--- config.mk ---
export PLATFORM = sky130hd
export DESIGN_NAME = heartbeat_watchdog
export DESIGN_NICKNAME = d
export VERILOG_FILES = /design/src/verilog/wdog_pkg.sv /design/src/verilog/heartbeat_watchdog.sv /design/src/verilog/sec_tick.sv
export SDC_FILE = /design/constraint.sdc
export NUM_CORES = 1
export LEC_CHECK = 0
export BUFFER_PORTS_ARGS = -buffer_cell sky130_fd_sc_hd__buf_4
export CAP_MARGIN = 25
export CORE_ASPECT_RATIO = 0.6
export CORE_UTILIZATION = 40
export CTS_BUF_LIST = sky130_fd_sc_hd__clkbuf_16
export CTS_CLUSTER_SIZE = 14
export DETAILED_ROUTE_END_ITERATION = 12
export PLACE_DENSITY = 0.67
export SETUP_SLACK_MARGIN = 0.1
export SLEW_MARGIN = 15
export SYNTH_ARGS = -nofsm -noshare
export SYNTH_HDL_FRONTEND = slang
export SYNTH_SLANG_ARGS = --single-unit
--- constraint.sdc ---
create_clock -name sys_clk_in -period 7.1 [get_ports sys_clk_in]
set_input_delay 0.71 -clock sys_clk_in [delete_from_list [all_inputs] [get_ports sys_clk_in]]
set_output_delay 0.71 -clock sys_clk_in [all_outputs]
set_load 0.02 [all_outputs]
--- src/verilog/wdog_pkg.sv ---
// Package: constants, types and register map of the heartbeat watchdog.
// Assumes a single 100 MHz clock domain and an APB register port.
package wdog_pkg;

  // ****************************************
  // Clock and time base
  // ****************************************
  localparam int unsigned CLK_HZ = 100000000;
  localparam int unsigned TICK_CYCLES = CLK_HZ;
  localparam int unsigned HB_TIMEOUT_S = 60;
  localparam int unsigned SHDN_FALLBACK_S = 60;
  localparam int unsigned SHDN_WAIT_S = 60;
  localparam int unsigned POWER_OFF_S = 5;
  localparam int unsigned SWAP_COUNT_DEF = 1;

  // ****************************************
  // Register map (byte addresses)
  // ****************************************
  localparam logic [7:0] ADDR_CTRL = 8'h00;
  localparam logic [7:0] ADDR_TIMEOUT = 8'h04;
  localparam logic [7:0] ADDR_FALLBACK = 8'h08;
  localparam logic [7:0] ADDR_WAIT = 8'h0C;
  localparam logic [7:0] ADDR_OFFTIME = 8'h10;
  localparam logic [7:0] ADDR_STATUS = 8'h14;
  localparam logic [7:0] ADDR_IRQ_STAT = 8'h18;
  localparam logic [7:0] ADDR_IRQ_MASK = 8'h1C;

  // CTRL fields
  localparam int CTRL_ARM_MODE = 0;
  localparam int CTRL_SWAP_EN = 1;
  localparam int CTRL_SWAP_LSB = 8;
  localparam int CTRL_SWAP_W = 8;
  localparam logic [31:0] CTRL_RESET = 32'h0000_0100;

  // Interrupt event bits
  localparam int IRQ_TIMEOUT = 0;
  localparam int IRQ_CYCLE = 1;
  localparam int IRQ_SWAP = 2;
  localparam int IRQ_W = 3;

  typedef enum logic [2:0] {
    ST_IDLE = 3'b000,
    ST_WATCH = 3'b001,
    ST_WAIT_REQ = 3'b010,
    ST_SHDN_WAIT = 3'b011,
    ST_POWER_OFF = 3'b100
  } wd_state_t;

  typedef struct packed {
    logic arm_mode;
    logic swap_en;
    logic [7:0] swap_count;
    logic [15:0] timeout_s;
    logic [15:0] fallback_s;
    logic [15:0] wait_s;
    logic [15:0] off_s;
  } wd_cfg_t;

endpackage : wdog_pkg
--- src/verilog/heartbeat_watchdog.sv ---
// Heartbeat watchdog and host power cycler with APB configuration.
// Assumes host GPIO lines arrive asynchronously; APB on sys_clk_in.
//
// Overview of operation
// - Watchdog idle after reset; supervises only while enable line is high, except in armed mode.
// - Any heartbeat edge restarts timer; timeout after configured 60 s plus 1 s of silence.
// - Timeout raises the timeout flag line and starts the shutdown sequence.
// - On request or 60 s fallback, wait 60 s more, then power-cycle.
// - Without a request the power cycle comes 120 s after timeout.
// - Power cycle removes host supplies and drives run line low together.
// - Optionally swap boot SD card after N consecutive timeouts.
// - Timeout, waits and control modes are configurable; defaults as given.
// - Supplies stay off for the configured power-off time, default 5 s.
// - In armed mode, watchdog stays active while shutdown request is high.
module heartbeat_watchdog #(
  parameter int unsigned TICK_CYCLES = wdog_pkg::TICK_CYCLES
) (
  input wire logic sys_clk_in, // 100 MHz clock
  input wire logic arst_n_in, // Async reset, active low
  input wire logic watchdog_enable_line_in, // Host enable pin
  input wire logic heartbeat_line_in, // Host heartbeat pin
  input wire logic shutdown_request_line_in, // Host shutdown pin
  input wire logic psel, // APB select
  input wire logic penable, // APB enable
  input wire logic pwrite, // APB direction
  input wire logic [7:0] paddr, // APB byte address
  input wire logic [31:0] pwdata, // APB write data
  output logic [31:0] prdata, // APB read data
  output logic pready, // APB ready
  output logic pslverr, // APB error
  output logic timeout_flag_line_out, // High on watchdog timeout
  output logic host_power_en_out, // High while host supplies on
  output logic host_run_out, // Host run line, low resets
  output logic sd_alt_select_out, // Boot from alternate card
  output logic irq_out // Level interrupt
);

  // ****************************************
  // Reset release and input synchronisers
  // ****************************************
  logic [1:0] rst_sync;
  logic rst_n;
  logic [2:0] pin_meta;
  logic [2:0] pin_sync;
  logic hb_prev;

  always_ff @(posedge sys_clk_in or negedge arst_n_in)
  begin
    if (!arst_n_in)
      rst_sync <= 2'h0;
    else
      rst_sync <= {rst_sync[0], 1'b1};
  end
  assign rst_n = rst_sync[1];

  always_ff @(posedge sys_clk_in or negedge rst_n)
  begin
    if (!rst_n)
    begin
      pin_meta <= 3'h0;
      pin_sync <= 3'h0;
      hb_prev <= 1'b0;
    end
    else
    begin
      pin_meta <= {shutdown_request_line_in, heartbeat_line_in,
                   watchdog_enable_line_in};
      pin_sync <= pin_meta;
      hb_prev <= pin_sync[1];
    end
  end

  logic wd_en;
  logic hb_edge;
  logic shdn_req;
  assign wd_en = pin_sync[0];
  assign shdn_req = pin_sync[2];
  assign hb_edge = pin_sync[1] ^ hb_prev;

  // ****************************************
  // Configuration registers
  // ****************************************
  localparam int IRQ_W_L = wdog_pkg::IRQ_W;
  wdog_pkg::wd_cfg_t cfg;
  logic [31:0] ctrl;
  logic [15:0] timeout_s;
  logic [15:0] fallback_s;
  logic [15:0] wait_s;
  logic [15:0] off_s;
  logic [IRQ_W_L-1:0] irq_mask;
  logic wr_en;
  logic rd_en;
  logic addr_ok;

  assign wr_en = psel && penable && pwrite && pready;
  assign rd_en = psel && penable && !pwrite && pready;

  // One driver for the whole struct; timing fields live in their own flops
  assign cfg = {ctrl[wdog_pkg::CTRL_ARM_MODE], ctrl[wdog_pkg::CTRL_SWAP_EN],
                ctrl[wdog_pkg::CTRL_SWAP_LSB +: wdog_pkg::CTRL_SWAP_W],
                timeout_s, fallback_s, wait_s, off_s};

  always_ff @(posedge sys_clk_in or negedge rst_n)
  begin
    if (!rst_n)
    begin
      ctrl <= wdog_pkg::CTRL_RESET;
      timeout_s <= 16'(wdog_pkg::HB_TIMEOUT_S);
      fallback_s <= 16'(wdog_pkg::SHDN_FALLBACK_S);
      wait_s <= 16'(wdog_pkg::SHDN_WAIT_S);
      off_s <= 16'(wdog_pkg::POWER_OFF_S);
      irq_mask <= '0;
    end
    else if (wr_en)
    begin
      unique case (paddr)
        wdog_pkg::ADDR_CTRL: ctrl <= {16'h0000, pwdata[15:0]};
        wdog_pkg::ADDR_TIMEOUT: timeout_s <= pwdata[15:0];
        wdog_pkg::ADDR_FALLBACK: fallback_s <= pwdata[15:0];
        wdog_pkg::ADDR_WAIT: wait_s <= pwdata[15:0];
        wdog_pkg::ADDR_OFFTIME: off_s <= pwdata[15:0];
        wdog_pkg::ADDR_IRQ_MASK: irq_mask <= pwdata[IRQ_W_L-1:0];
        default: ;
      endcase
    end
  end

  // ****************************************
  // Seconds tick
  // ****************************************
  logic tick;
  logic tick_restart;

  sec_tick #(
    .TICK_CYCLES(TICK_CYCLES)
  ) u_tick (
    .clk_in(sys_clk_in),
    .rst_n_in(rst_n),
    .restart_in(tick_restart),
    .tick_out(tick)
  );

  // ****************************************
  // Watchdog sequencer
  // ****************************************
  wdog_pkg::wd_state_t state;
  logic [15:0] secs;
  logic [7:0] consec;
  logic active;
  logic [IRQ_W_L-1:0] events;

  // Once supervising, armed mode keeps it alive while the request is high,
  // even if the enable line drops during the host's shutdown
  assign active = wd_en
                  || (cfg.arm_mode && shdn_req
                      && state == wdog_pkg::ST_WATCH);
  // Restarting the prescaler on every heartbeat edge in ST_WATCH makes the timeout
  // exact to within one clock instead of one second
  assign tick_restart = (state == wdog_pkg::ST_WATCH) && hb_edge;

  always_ff @(posedge sys_clk_in or negedge rst_n)
  begin
    if (!rst_n)
    begin
      state <= wdog_pkg::ST_IDLE;
      secs <= 16'h0000;
      consec <= 8'h00;
      timeout_flag_line_out <= 1'b0;
      host_power_en_out <= 1'b1;
      host_run_out <= 1'b1;
      sd_alt_select_out <= 1'b0;
      events <= '0;
    end
    else
    begin
      events <= '0;
      unique case (state)
        wdog_pkg::ST_IDLE:
        begin
          secs <= 16'h0000;
          if (active)
            state <= wdog_pkg::ST_WATCH;
        end
        wdog_pkg::ST_WATCH:
        begin
          if (!active)
            state <= wdog_pkg::ST_IDLE;
          else if (hb_edge)
          begin
            secs <= 16'h0000;
            consec <= 8'h00;
          end
          else if (tick)
          begin
            if (secs >= cfg.timeout_s)
            begin
              timeout_flag_line_out <= 1'b1;
              events[wdog_pkg::IRQ_TIMEOUT] <= 1'b1;
              consec <= consec + 8'h01;
              secs <= 16'h0000;
              state <= wdog_pkg::ST_WAIT_REQ;
            end
            else
              secs <= secs + 16'h0001;
          end
        end
        wdog_pkg::ST_WAIT_REQ:
        begin
          if (shdn_req || (tick && secs + 16'h0001 >= cfg.fallback_s))
          begin
            secs <= 16'h0000;
            state <= wdog_pkg::ST_SHDN_WAIT;
          end
          else if (tick)
            secs <= secs + 16'h0001;
        end
        wdog_pkg::ST_SHDN_WAIT:
        begin
          if (tick && secs + 16'h0001 >= cfg.wait_s)
          begin
            host_power_en_out <= 1'b0;
            host_run_out <= 1'b0;
            events[wdog_pkg::IRQ_CYCLE] <= 1'b1;
            secs <= 16'h0000;
            state <= wdog_pkg::ST_POWER_OFF;
            if (cfg.swap_en && consec >= cfg.swap_count
                && cfg.swap_count != 8'h00)
            begin
              sd_alt_select_out <= !sd_alt_select_out;
              events[wdog_pkg::IRQ_SWAP] <= 1'b1;
              consec <= 8'h00;
            end
          end
          else if (tick)
            secs <= secs + 16'h0001;
        end
        wdog_pkg::ST_POWER_OFF:
        begin
          if (tick && secs + 16'h0001 >= cfg.off_s)
          begin
            host_power_en_out <= 1'b1;
            host_run_out <= 1'b1;
            timeout_flag_line_out <= 1'b0;
            secs <= 16'h0000;
            state <= wdog_pkg::ST_IDLE;
          end
          else if (tick)
            secs <= secs + 16'h0001;
        end
        default: state <= wdog_pkg::ST_IDLE;
      endcase
    end
  end

  // ****************************************
  // Interrupt status, read clears
  // ****************************************
  logic [IRQ_W_L-1:0] irq_stat;
  logic stat_rd;
  assign stat_rd = rd_en && paddr == wdog_pkg::ADDR_IRQ_STAT;

  always_ff @(posedge sys_clk_in or negedge rst_n)
  begin
    if (!rst_n)
    begin
      irq_stat <= '0;
      irq_out <= 1'b0;
    end
    else
    begin
      // A new event in the clearing cycle survives the read
      irq_stat <= (stat_rd ? '0 : irq_stat) | events;
      irq_out <= |(((stat_rd ? '0 : irq_stat) | events) & irq_mask);
    end
  end

  // ****************************************
  // APB read path: no wait states, answer registered
  // ****************************************
  always_comb
  begin
    unique case (paddr)
      wdog_pkg::ADDR_CTRL, wdog_pkg::ADDR_TIMEOUT, wdog_pkg::ADDR_FALLBACK,
      wdog_pkg::ADDR_WAIT, wdog_pkg::ADDR_OFFTIME, wdog_pkg::ADDR_STATUS,
      wdog_pkg::ADDR_IRQ_STAT, wdog_pkg::ADDR_IRQ_MASK: addr_ok = 1'b1;
      default: addr_ok = 1'b0;
    endcase
  end

  always_ff @(posedge sys_clk_in or negedge rst_n)
  begin
    if (!rst_n)
    begin
      pready <= 1'b0;
      prdata <= 32'h0000_0000;
      pslverr <= 1'b0;
    end
    else
    begin
      pready <= psel && !penable;
      pslverr <= psel && !penable && !addr_ok;
      prdata <= 32'h0000_0000;
      if (psel && !penable && !pwrite)
      begin
        unique case (paddr)
          wdog_pkg::ADDR_CTRL: prdata <= ctrl;
          wdog_pkg::ADDR_TIMEOUT: prdata <= {16'h0000, cfg.timeout_s};
          wdog_pkg::ADDR_FALLBACK: prdata <= {16'h0000, cfg.fallback_s};
          wdog_pkg::ADDR_WAIT: prdata <= {16'h0000, cfg.wait_s};
          wdog_pkg::ADDR_OFFTIME: prdata <= {16'h0000, cfg.off_s};
          wdog_pkg::ADDR_STATUS:
            prdata <= {5'h00, state, consec, secs};
          wdog_pkg::ADDR_IRQ_STAT:
            prdata <= {29'h0000_0000, irq_stat};
          wdog_pkg::ADDR_IRQ_MASK:
            prdata <= {29'h0000_0000, irq_mask};
          default: prdata <= 32'h0000_0000;
        endcase
      end
    end
  end

endmodule : heartbeat_watchdog

--- src/verilog/sec_tick.sv ---
// Seconds prescaler: one-cycle pulse every TICK_CYCLES clocks.
// Assumes a synchronised active-low reset already released cleanly.
module sec_tick #(
  parameter int unsigned TICK_CYCLES = wdog_pkg::TICK_CYCLES
) (
  input wire logic clk_in, // System clock
  input wire logic rst_n_in, // Synchronised reset, active low
  input wire logic restart_in, // Realign the second boundary
  output logic tick_out // One-cycle pulse per second
);

  logic [31:0] count;

  always_ff @(posedge clk_in or negedge rst_n_in)
  begin
    if (!rst_n_in)
    begin
      count <= 32'h0000_0000;
      tick_out <= 1'b0;
    end
    else if (restart_in || count == TICK_CYCLES - 1)
    begin
      count <= 32'h0000_0000;
      tick_out <= !restart_in;
    end
    else
    begin
      count <= count + 32'h0000_0001;
      tick_out <= 1'b0;
    end
  end

endmodule : sec_tick

## After elaboration in Yosys (flattened, before gate mapping)

Memories as Yosys holds them, arrays and structs flattened.
Cells that the tools add are included.

- $add $sub $neg: 3
- $lt $le $gt $ge: 5
- Equality and inequality tests: 26
- Mux-type cells: 48
- Bitwise operators: 3
- Reduce and logical (&&, ||, !) cells: 46

Operators by type and width:

| kind | number |
|---|---|
| 27-bit one-hot mux with 8 select lines | 1 |
| 16-bit two-way mux | 8 |
| 16-bit one-hot mux with 5 select lines | 1 |
| 16-bit >= comparator | 4 |
| 32-bit two-way mux | 2 |
| 8-bit two-way mux | 6 |
| 32-bit by 1-bit adder with 32-bit output (second input constant) | 1 |
| 32-bit by 27-bit equality test with 1-bit output (second input constant) | 1 |
| 8-bit by 5-bit equality test with 1-bit output (second input constant) | 4 |
| 3-bit two-way mux | 9 |
| 1-bit logical AND | 17 |
| 16-bit by 1-bit adder with 16-bit output (second input constant) | 1 |
| 8-bit by 4-bit equality test with 1-bit output (second input constant) | 2 |
| 8-bit one-hot mux with 2 select lines | 1 |
| 1-bit two-way mux | 15 |
| 3-bit one-hot mux with 5 select lines | 1 |
| 2-bit inequality test (second input constant) | 7 |
| 3-bit by 2-bit inequality test with 1-bit output (second input constant) | 4 |
| 2-bit AND reduction | 6 |
| 6-bit AND reduction | 2 |
| 3-bit AND reduction | 3 |
| 8-bit by 1-bit adder with 8-bit output (second input constant) | 1 |
| 8-bit by 3-bit equality test with 1-bit output (second input constant) | 1 |
| 8-bit >= comparator | 1 |
| other kinds (19) | 32 |

- Register bits: 196
- Bits in read-only memories: 32
- Bits of input ports: 48
- Output and inout bits: 39
- Logic and storage cells: 156
- Memories: 1

Memories:

| memory | depth | bits a word | read ports | clocked after Yosys merged registers in | write ports | RTL line | RTL |
|---|---|---|---|---|---|---|---|
| (no name shown) | 32 | 1 | 1 | 0 | 0 | heartbeat_watchdog.sv:282 | `unique case (paddr)` |

## Longest topological paths before layout

Gate-level depths: netlist (run 1).

- Depth in word-level cells: 8
- Gate-level depth with buffers: 17
- Mapped depth without buffers: 14

## By module

From an unflattened synthesis (run 1), not the netlist that was laid out.

- Cell total of the unflattened synthesis: 1,049
- Area total of the unflattened synthesis: 10,466.3 µm²

Modules (own cells, without submodules):

| module | times used | cells an instance | area each (µm²) |
|---|---|---|---|
| heartbeat_watchdog | 1 | 869 | 8,705.8 |
| sec_tick | 1 | 180 | 1,760.4 |

## Worst setup path after synthesis (run 1)

OpenSTA, ideal clock, no wires.

- Path kind: register -> register
- Start point: register secs[0]
- End point: register secs[6]
- Setup time: 0.087 ns
- Data arrival time: 3.385 ns
- Slack: 3.628 ns
- Cell stages (with the launch flop): 16
- Cells stage by stage: dfrtp_1 ha_1 nand3_1 nor2_1 nand3_1 nor2_1 xor2_1 ha_1 nand4_2 nor2_1 nor4_1 a31oi_2 a211oi_4 buf_4 o31ai_1 o211ai_1

- Word-level cells in the longest chain between the ends: 6
- Elaborated cells between the ends (all ways): 18
- Those cells by class: add/sub: 1; order compare: 4; mux: 9; reduce/logical: 4

RTL lines:

| what | RTL line | RTL |
|---|---|---|
| start, declared | heartbeat_watchdog.sv:147 | `logic [15:0] secs;` |
| start signal, assigned | heartbeat_watchdog.sv:204 | `secs <= secs + 16'h0001;` |
| start signal, assigned | heartbeat_watchdog.sv:215 | `secs <= secs + 16'h0001;` |
| start signal, assigned | heartbeat_watchdog.sv:235 | `secs <= secs + 16'h0001;` |
| 16-bit by 1-bit adder with 16-bit output or 16-bit >= comparator (tied branches) | - |  |
| 16-bit >= comparator or 16-bit two-way mux (tied branches) | heartbeat_watchdog.sv:209, heartbeat_watchdog.sv:195 |  |
| 1-bit logical AND or 16-bit two-way mux (tied branches) | heartbeat_watchdog.sv:209, heartbeat_watchdog.sv:193 |  |
| 1-bit logical OR or 16-bit two-way mux (tied branches) | heartbeat_watchdog.sv:209, heartbeat_watchdog.sv:188 |  |
| 16-bit two-way mux (on tied branches) | heartbeat_watchdog.sv:209, heartbeat_watchdog.sv:186 |  |
| 16-bit one-hot mux with 5 select lines (*) | heartbeat_watchdog.sv:177 | `unique case (state)` |

Mark *: on every way between the ends. The rest lies on a longest branch, timed or not. The select of a mux whose other input is x is not followed.
A chain may end at the register's enable or synchronous reset.

## Worst setup path after layout (run 1)

- Start point: register secs[0]
- End point: register secs[2]

Same word-level chain as after synthesis.

==> run summary, run 1 <==
DR iter-0 viols -> 806
Max Cap Viol -> 0
Area Overhead vs Synth -> 13.4%
Netlist cell types -> 75
WL/cell -> 19.3 um
Max-slew violations -> 0
CP max stage cell -> a211oi_4
Final setup viols -> 0
Tot GR Track Use -> 21.2%
Yosys top cell by area -> dfrtp_1
RSZ-0062 raised after global routing -> false
Worst setup margin -> 2.47 ns
Synth Instances -> 995
Syn_area_per_cell -> 10.5 um2
Skew-Pair Late Insertion Delay -> 0.45 ns
Buf+Inv Stages, Crit Path -> 0
Post_cts resized -> 0
I/O Pins -> 87
Crit-path max FO -> 13
Largest buffer count on any clock path -> 2
Critical Path Start -> secs[0]
Pwr Density -> 186 nW/um2
Post-Place Setup Slack -> 2.53 ns
Starting Density -> 41.1%
Sequential share of the synthesized area -> 45.7%
Yosys warns -> 0
EDFF count, synth -> 0
Status -> finished clean
CTS Sinks -> 191
DR vias/cell -> 5.61
P_leak -> 5.68 nW
CP required -> 7.46 ns
Slew margin rel. -> 26.2%
Top cell type's share of synthesized area -> 41.7%
Routed Antenna Nets -> 0
Clock-pin slew on the worst setup and hold paths -> 0.07 ns
Die ar. -> 26900 um2
Max Clock Freq -> 216 MHz
Critical path endpoint category -> flop
Quantity of I/O buffers inserted on ports -> 65
CP arrival -> 5.00 ns
Critical Path Max Stage Delay -> 0.71 ns
VDD IR-drop max -> 160 uV
Detailed Route WL -> 27300 um
Worst Max-Slew Pin Slew -> 1.10 ns
Worst Setup Start Kind -> flop
Share of cells above drive strength 1 -> 17.1%
Worst setup path class -> reg2reg
DRC violations left -> 0
Area contributors post-synth -> dfrtp_1, ha_1, mux2_1
Die width -> 211 um
Minimum clock period -> 4.63 ns
Total Neg Setup Slack -> 0 ns
Die Span Y -> 127 um
Filler Cell Count -> 2376
Initial antenna violation count -> 0
Clk root buf -> clkbuf_16
Crit path top cell by count -> nor2_1
Largest net degree at the start of global routing -> 149
Routability cong. -> 0.913
Nets@finish -> 1170
Final hold violation count -> 0
Row cnt -> 45
Critical path, cell by cell -> ha_1 > nand3_1 > nor2_1 > nand3_1 > nor2_1 > xor2_1 > ha_1 > nand4_2 > nor2_1 > nor4_1 > a31oi_2 > a211oi_4 > nor3_4 > o311ai_2
Max Clock Skew -> 0.0104 ns
Number of buffers created by CTS -> 17
Global-route wire length before repair -> 43700 um
Total gr overflow -> 0
Min-Delay Path Class -> in2async
First-pass iteration count of the detailed router -> 5
H-tree levels -> 4
Postcts setup bufs -> 0
Delay-heaviest family, CP -> simple AND/OR/NAND/NOR gates
Hpwl dp -> 19100 um
Post-Syn Area -> 10500 um2
Core area -> 25500 um2
Ys flop type -> dfrtp_1
CTS tree -> yes
Period utilization -> 65.3%
Reg-to-Reg Start -> secs[0]
FF+latch count, synth -> 191
Ant. Diodes -> 0
Asr flop ratio synth -> 100%
# hold bufs at CTS -> 0
Via count -> 7922
Vias in the first global route -> 7684
## placed cells by master, fill, tap and decap left out, types with 7 or more instances in the layout
cell / n
nor2b_1: 7
ha_1: 75
a21o_1: 9
xor2_1: 24
mux2_2: 34
o21ai_0: 21
nand3_1: 35
o31ai_1: 14
nor2_1: 68
a31oi_1: 17
nor3_4: 7
xnor2_1: 21
nor4_1: 7
nand2_1: 73
dfrtp_1: 174
mux2_1: 51
a21oi_1: 29
inv_1: 84
nand2b_1: 7
a22oi_1: 47
dfstp_2: 16
nand4_1: 11
and3_1: 27
buf_4: 68
clkbuf_16: 17
o211ai_1: 9
## area by class of cell
cell class	count	area, um2	share of cell area [%]
inverters	83	312	2.62
clock buffers	17	425	3.57
well taps	352	440	3.70
clock inverters	15	170	1.43
multi-input cells	684	5210	43.7
repair buffers	70	546	4.58
flip-flops and latches	191	4800	40.4
## report_power, final
group | total (W) | internal (W) | switching, W
logic | 0.0000995 | 0.0000345 | 0.0000649
clock network | 0.000991 | 0.000552 | 0.000440
registers | 0.00112 | 0.00110 | 0.0000176
total | 0.00221 | 0.00169 | 0.000522
## layer usage
layer | global-route usage (%) | wire length (um) | up-vias
li1 | - | - | 3665
met1 | 32.5 | 13600 | 3922
met2 | 29.2 | 11100 | 294
met3 | 4.74 | 2000 | 41
met4 | 6.91 | 529 | 0
met5 | 0 | 0 | -
## through the flow
stage,utilization (%),hold WS [ns],area (um2),instances,total power (W)
3_5_place_dp,44.3,0.336,11300,1380,0.00124
4_1_cts,46.7,0.0150,11900,1412,0.00223
6_report,46.7,0.0264,11900,1412,0.00221
2_1_floorplan,-,0.331,10500,999,0.00120
3_3_place_gp,44.3,0.338,11300,1379,0.00124
5_1_grt,46.7,0.0196,11900,1412,0.00227
## path summary, 6_finish.rpt
check	to	slack, ns	depth (start not counted)
max	secs[2]	2.47	14
min	rst_sync[1]	0.03	1
max reg2reg	secs[2]	2.47	14
min reg2reg	irq_out	0.32	0
max in group asynchronous	u_tick.count[29]	5.48	1
min in group sys_clk_in	pin_sync[1]	0.36	0
## state kept, by name (all words and copies together) (netlist names), 2 cells and up
signal	cells
secs	16
state	3
fallback_s	16
timeout_s	16
pin_meta	3
wait_s	16
pin_sync	3
events	3
ctrl	16
consec	8
rst_sync	2
off_s	16
u_tick.count	32
irq_mask	3
irq_stat	3
prdata	27
## cells by family (layout without fill, tap and decap cells)
family	Yosys count	in the layout	synth area share, %
buffers and inverters	124	185	4.89
AO/OA/AOI/OAI	197	197	13.6
other	2	6	0.0716
flip-flops	191	191	45.7
XOR/XNOR	46	46	3.91
adder cells (fa/ha/maj)	75	75	8.94
AND/OR/NAND/NOR	275	275	13.7
multiplexers	85	85	9.12
## synthesized netlist by cell type (4+ instances only)
cell type	count
dfrtp_1	175
inv_1	82
ha_1	75
nand2_1	73
nor2_1	68
mux2_1	51
a22oi_1	47
nand3_1	35
mux2_2	34
a21oi_1	29
and3_1	27
xor2_1	24
o21ai_0	21
xnor2_1	21
clkbuf_1	18
a31oi_1	17
dfstp_2	16
buf_2	14
o31ai_1	14
nand4_1	11
a21o_1	9
o211ai_1	9
buf_4	8
nand2b_1	7
nor2b_1	7
nor4_1	7
o21ai_1	7
nor3_4	6
o22a_1	6
nor3_1	5
a22o_1	4
and4_1	4
nor3_2	4
or3_1	4
Note: power is estimated with default switching activity, not from simulation.
==> inputs of run 2 (changes only) <==
--- a/config.mk
+++ b/config.mk
@@ -12,7 +12,7 @@
 export CTS_BUF_LIST = sky130_fd_sc_hd__clkbuf_16
 export CTS_CLUSTER_SIZE = 14
 export DETAILED_ROUTE_END_ITERATION = 12
-export PLACE_DENSITY = 0.67
+export PLACE_DENSITY = 0.69
 export SETUP_SLACK_MARGIN = 0.1
 export SLEW_MARGIN = 15
 export SYNTH_ARGS = -nofsm -noshare
==> constraint.sdc (replaced) <==
create_clock -name sys_clk_in -period 4.05 [get_ports sys_clk_in]
set_input_delay 0.405 -clock sys_clk_in [delete_from_list [all_inputs] [get_ports sys_clk_in]]
set_output_delay 0.405 -clock sys_clk_in [all_outputs]
set_load 0.02 [all_outputs]
==> run 2 against run 1 <==
Clock-buffer cell count unchanged; register-to-register slack worse by 2.1 ns; first-iteration DRC count up 1.2%; flip-flop and latch count unchanged; critical path type unchanged; largest cell class unchanged; largest power group unchanged.
==> run summary, run 2 (synthesis gave the netlist of run 1 again) <==
Row cnt -> 45 (unchanged)
Sequential Power Share -> 52.4% (+1.7 points)
VDD IR-drop max -> 235 uV (+47%)
CTS Sinks -> 191 (unchanged)
Minimum clock period -> 3.73 ns (-0.904 ns)
Die width -> 211 um (unchanged)
Worst Setup Start Kind -> flop
Skew-Pair Late Insertion Delay -> 0.44 ns (about the same)
Area Overhead vs Synth -> 15.3%
Clk root buf -> clkbuf_16
Max Clock Skew -> 0.00966 ns (-0.000774 ns)
RSZ-0062 raised after global routing -> false
Largest buffer count on any clock path -> 2 (unchanged)
First-pass iteration count of the detailed router -> 6 (+1)
Period utilization -> 92.1% (+27 points)
NetSw -> 0.000906 W (+74%)
Worst hold slack -> 0.0715 ns (+0.0451 ns)
Internal cell power -> 0.00284 W (+68%)
Initial antenna violation count -> 0 (unchanged)
Clock share of power -> 42.9% (-1.9 points)
DRC violations left -> 0 (unchanged)
Number of flip-flops in the largest register -> 32 (unchanged)
Ant. Diodes -> 0 (unchanged)
Crit-path max FO -> 9 (-4)
Via count -> 7897 (-0.32%)
Critical path endpoint category -> flop
H-tree levels -> 4 (unchanged)
Routed Antenna Nets -> 0 (unchanged)
Slew margin rel. -> 33.5% (+7.3 points)
Tot GR Track Use -> 21.0% (-0.21 points)
Largest regs -> u_tick.count: 32 flops, prdata: 27 flops
Share of cells above drive strength 1 -> 19.9% (+2.9 points)
Final hold violation count -> 0 (unchanged)
CP required -> 4.38 ns (-3.08 ns)
DR vias/cell -> 5.50 (-1.9%)
Max Clock Freq -> 268 MHz (+24%)
Quantity of I/O buffers inserted on ports -> 65 (unchanged)
Max Cap Viol -> 0 (unchanged)
P_leak -> 5.84 nW (+2.7%)
Die ar. -> 26900 um2 (unchanged)
CTS tree -> yes
Total Neg Setup Slack -> 0 ns (unchanged)
Cell depth of the worst flop-to-flop path -> 14 (unchanged)
Vias in the first global route -> 7689 (+0.065%)
Global-route wire length before repair -> 43500 um (-0.51%)
Min-Delay Path Class -> in2reg
WL/cell -> 19.0 um (-1.6%)
CP arrival -> 4.07 ns (-0.93 ns)
Detailed Route WL -> 27300 um (about the same)
Largest net degree at the start of global routing -> 101 (-32%)
DR iter-0 viols -> 816 (+1.2%)
Routability cong. -> 0.953 (+4.4%)
Most frequent cells in the layout -> dfrtp_1, buf_4, inv_1
Nets@finish -> 1194 (+2.1%)
Post-layout power -> 0.00375 W (+69%)
Pwr Density -> 310 nW/um2 (+67%)
Hold path cells -> 1
Number of buffers created by CTS -> 17 (unchanged)
Starting Density -> 41.1% (unchanged)
Worst setup path class -> reg2reg
Top reg by flops -> u_tick.count
Total gr overflow -> 0 (unchanged)
Clock-pin slew on the worst setup and hold paths -> 0.07 ns (about the same)
Max-slew violations -> 0 (unchanged)
Core area -> 25500 um2 (unchanged)
Most common library cell in the layout ignoring fill and taps -> dfrtp_1
Non-Filler Instances -> 1435 (+1.6%)
I/O Pins -> 87 (unchanged)
Status -> finished clean
Final setup viols -> 0 (unchanged)
Hpwl dp -> 19600 um (+2.8%)
Logic gate share of total power -> 4.7% (+0.2 points)
Placed Instances -> 1402 (+1.6%)
Filler Cell Count -> 2312 (-2.7%)
Die Span Y -> 127 um (unchanged)
Worst Max-Slew Pin Slew -> 0.996 ns (-0.109 ns)
Sw frac -> 24.2% (+0.58 points)
run 2: changes by cell type in the layout (fill, tap and decap cells not counted), sizes merged:
cell	previous run	this run
bufinv	3	1
inv	87	88
buf	70	93
dlygate4sd3	0	1
run 2: worst paths after layout:
check	from	endpoint	slack [ns]
hold / removal	watchdog_enable_line_in	pin_meta[0]	0.07
setup / recovery	secs[1]	secs[2]	0.32
min in group asynchronous	arst_n_in	rst_sync[1]	0.28
hold reg to reg	rst_sync[1]	irq_out	0.30
max in group asynchronous	rst_sync[1]	u_tick.count[0]	2.66
setup reg to reg	secs[1]	secs[2]	0.32
run 2: cell type report:
type	instances	area (um2)	share of cell area (%)
Clock buffer	17	425	3.52
Sequential cell	191	4800	39.7
Multi-Input combinational cell	684	5280	43.6
Inverter	83	312	2.57
Timing Repair Buffer	94	724	5.99
Clock inverter	14	119	0.982
Tap cell	352	440	3.64
run 2: worst max-delay path, stage by stage (launching register included):
cell	delay [ns]
dfrtp_1	0.44
ha_2	0.26
nand3_1	0.13
nor2_2	0.21
buf_4	0.15
nand3_1	0.11
xnor2_2	0.30
ha_1	0.30
nand4_1	0.18
nor2_1	0.06
a22oi_1	0.37
a31oi_2	0.23
a211oi_4	0.47
nor3_4	0.15
o311ai_2	0.27
run 2: power groups by stage:
stage               Clock [W]  Sequential (W)  Combinational [W]
floorplan                   0         0.00201          0.0000882
global placement            0         0.00200           0.000173
detailed placement          0         0.00200           0.000177
CTS                   0.00164         0.00196           0.000178
global route          0.00172         0.00197           0.000198
finish                0.00161         0.00196           0.000177
run 2: stage by stage:
| step | utilization, % | setup slack [ns] | instance area [um2] |
|---|---|---|---|
| after global routing | 47.4 | 0.104 | 12100 |
| after global placement | 44.9 | 0.263 | 11500 |
| after CTS | 47.1 | 0.180 | 12000 |
| after detailed placement | 44.9 | 0.0797 | 11500 |
| after floorplan | - | 0.578 | 10500 |
| final | 47.4 | 0.319 | 12100 |
run 2: timing repair:
| item | in CTS | in global routing |
|---|---|---|
| resized for setup | 1 | 13 |
| pin swaps | 0 | 2 |
| hold buffers | 1 | 0 |
| setup buffers | 0 | 1 |
| endpoints found under the setup margin | 1 | 18 |
| hold endpoints to repair | 2 | 0 |
run 2: routing by layer:
layer | global-route usage, % | up-vias | routed length [um]
met5 | 0 | - | 0
met4 | 4.48 | 0 | 277
met3 | 4.94 | 22 | 2100
met2 | 28.9 | 279 | 11200
met1 | 32.8 | 3888 | 13700
li1 | - | 3708 | -
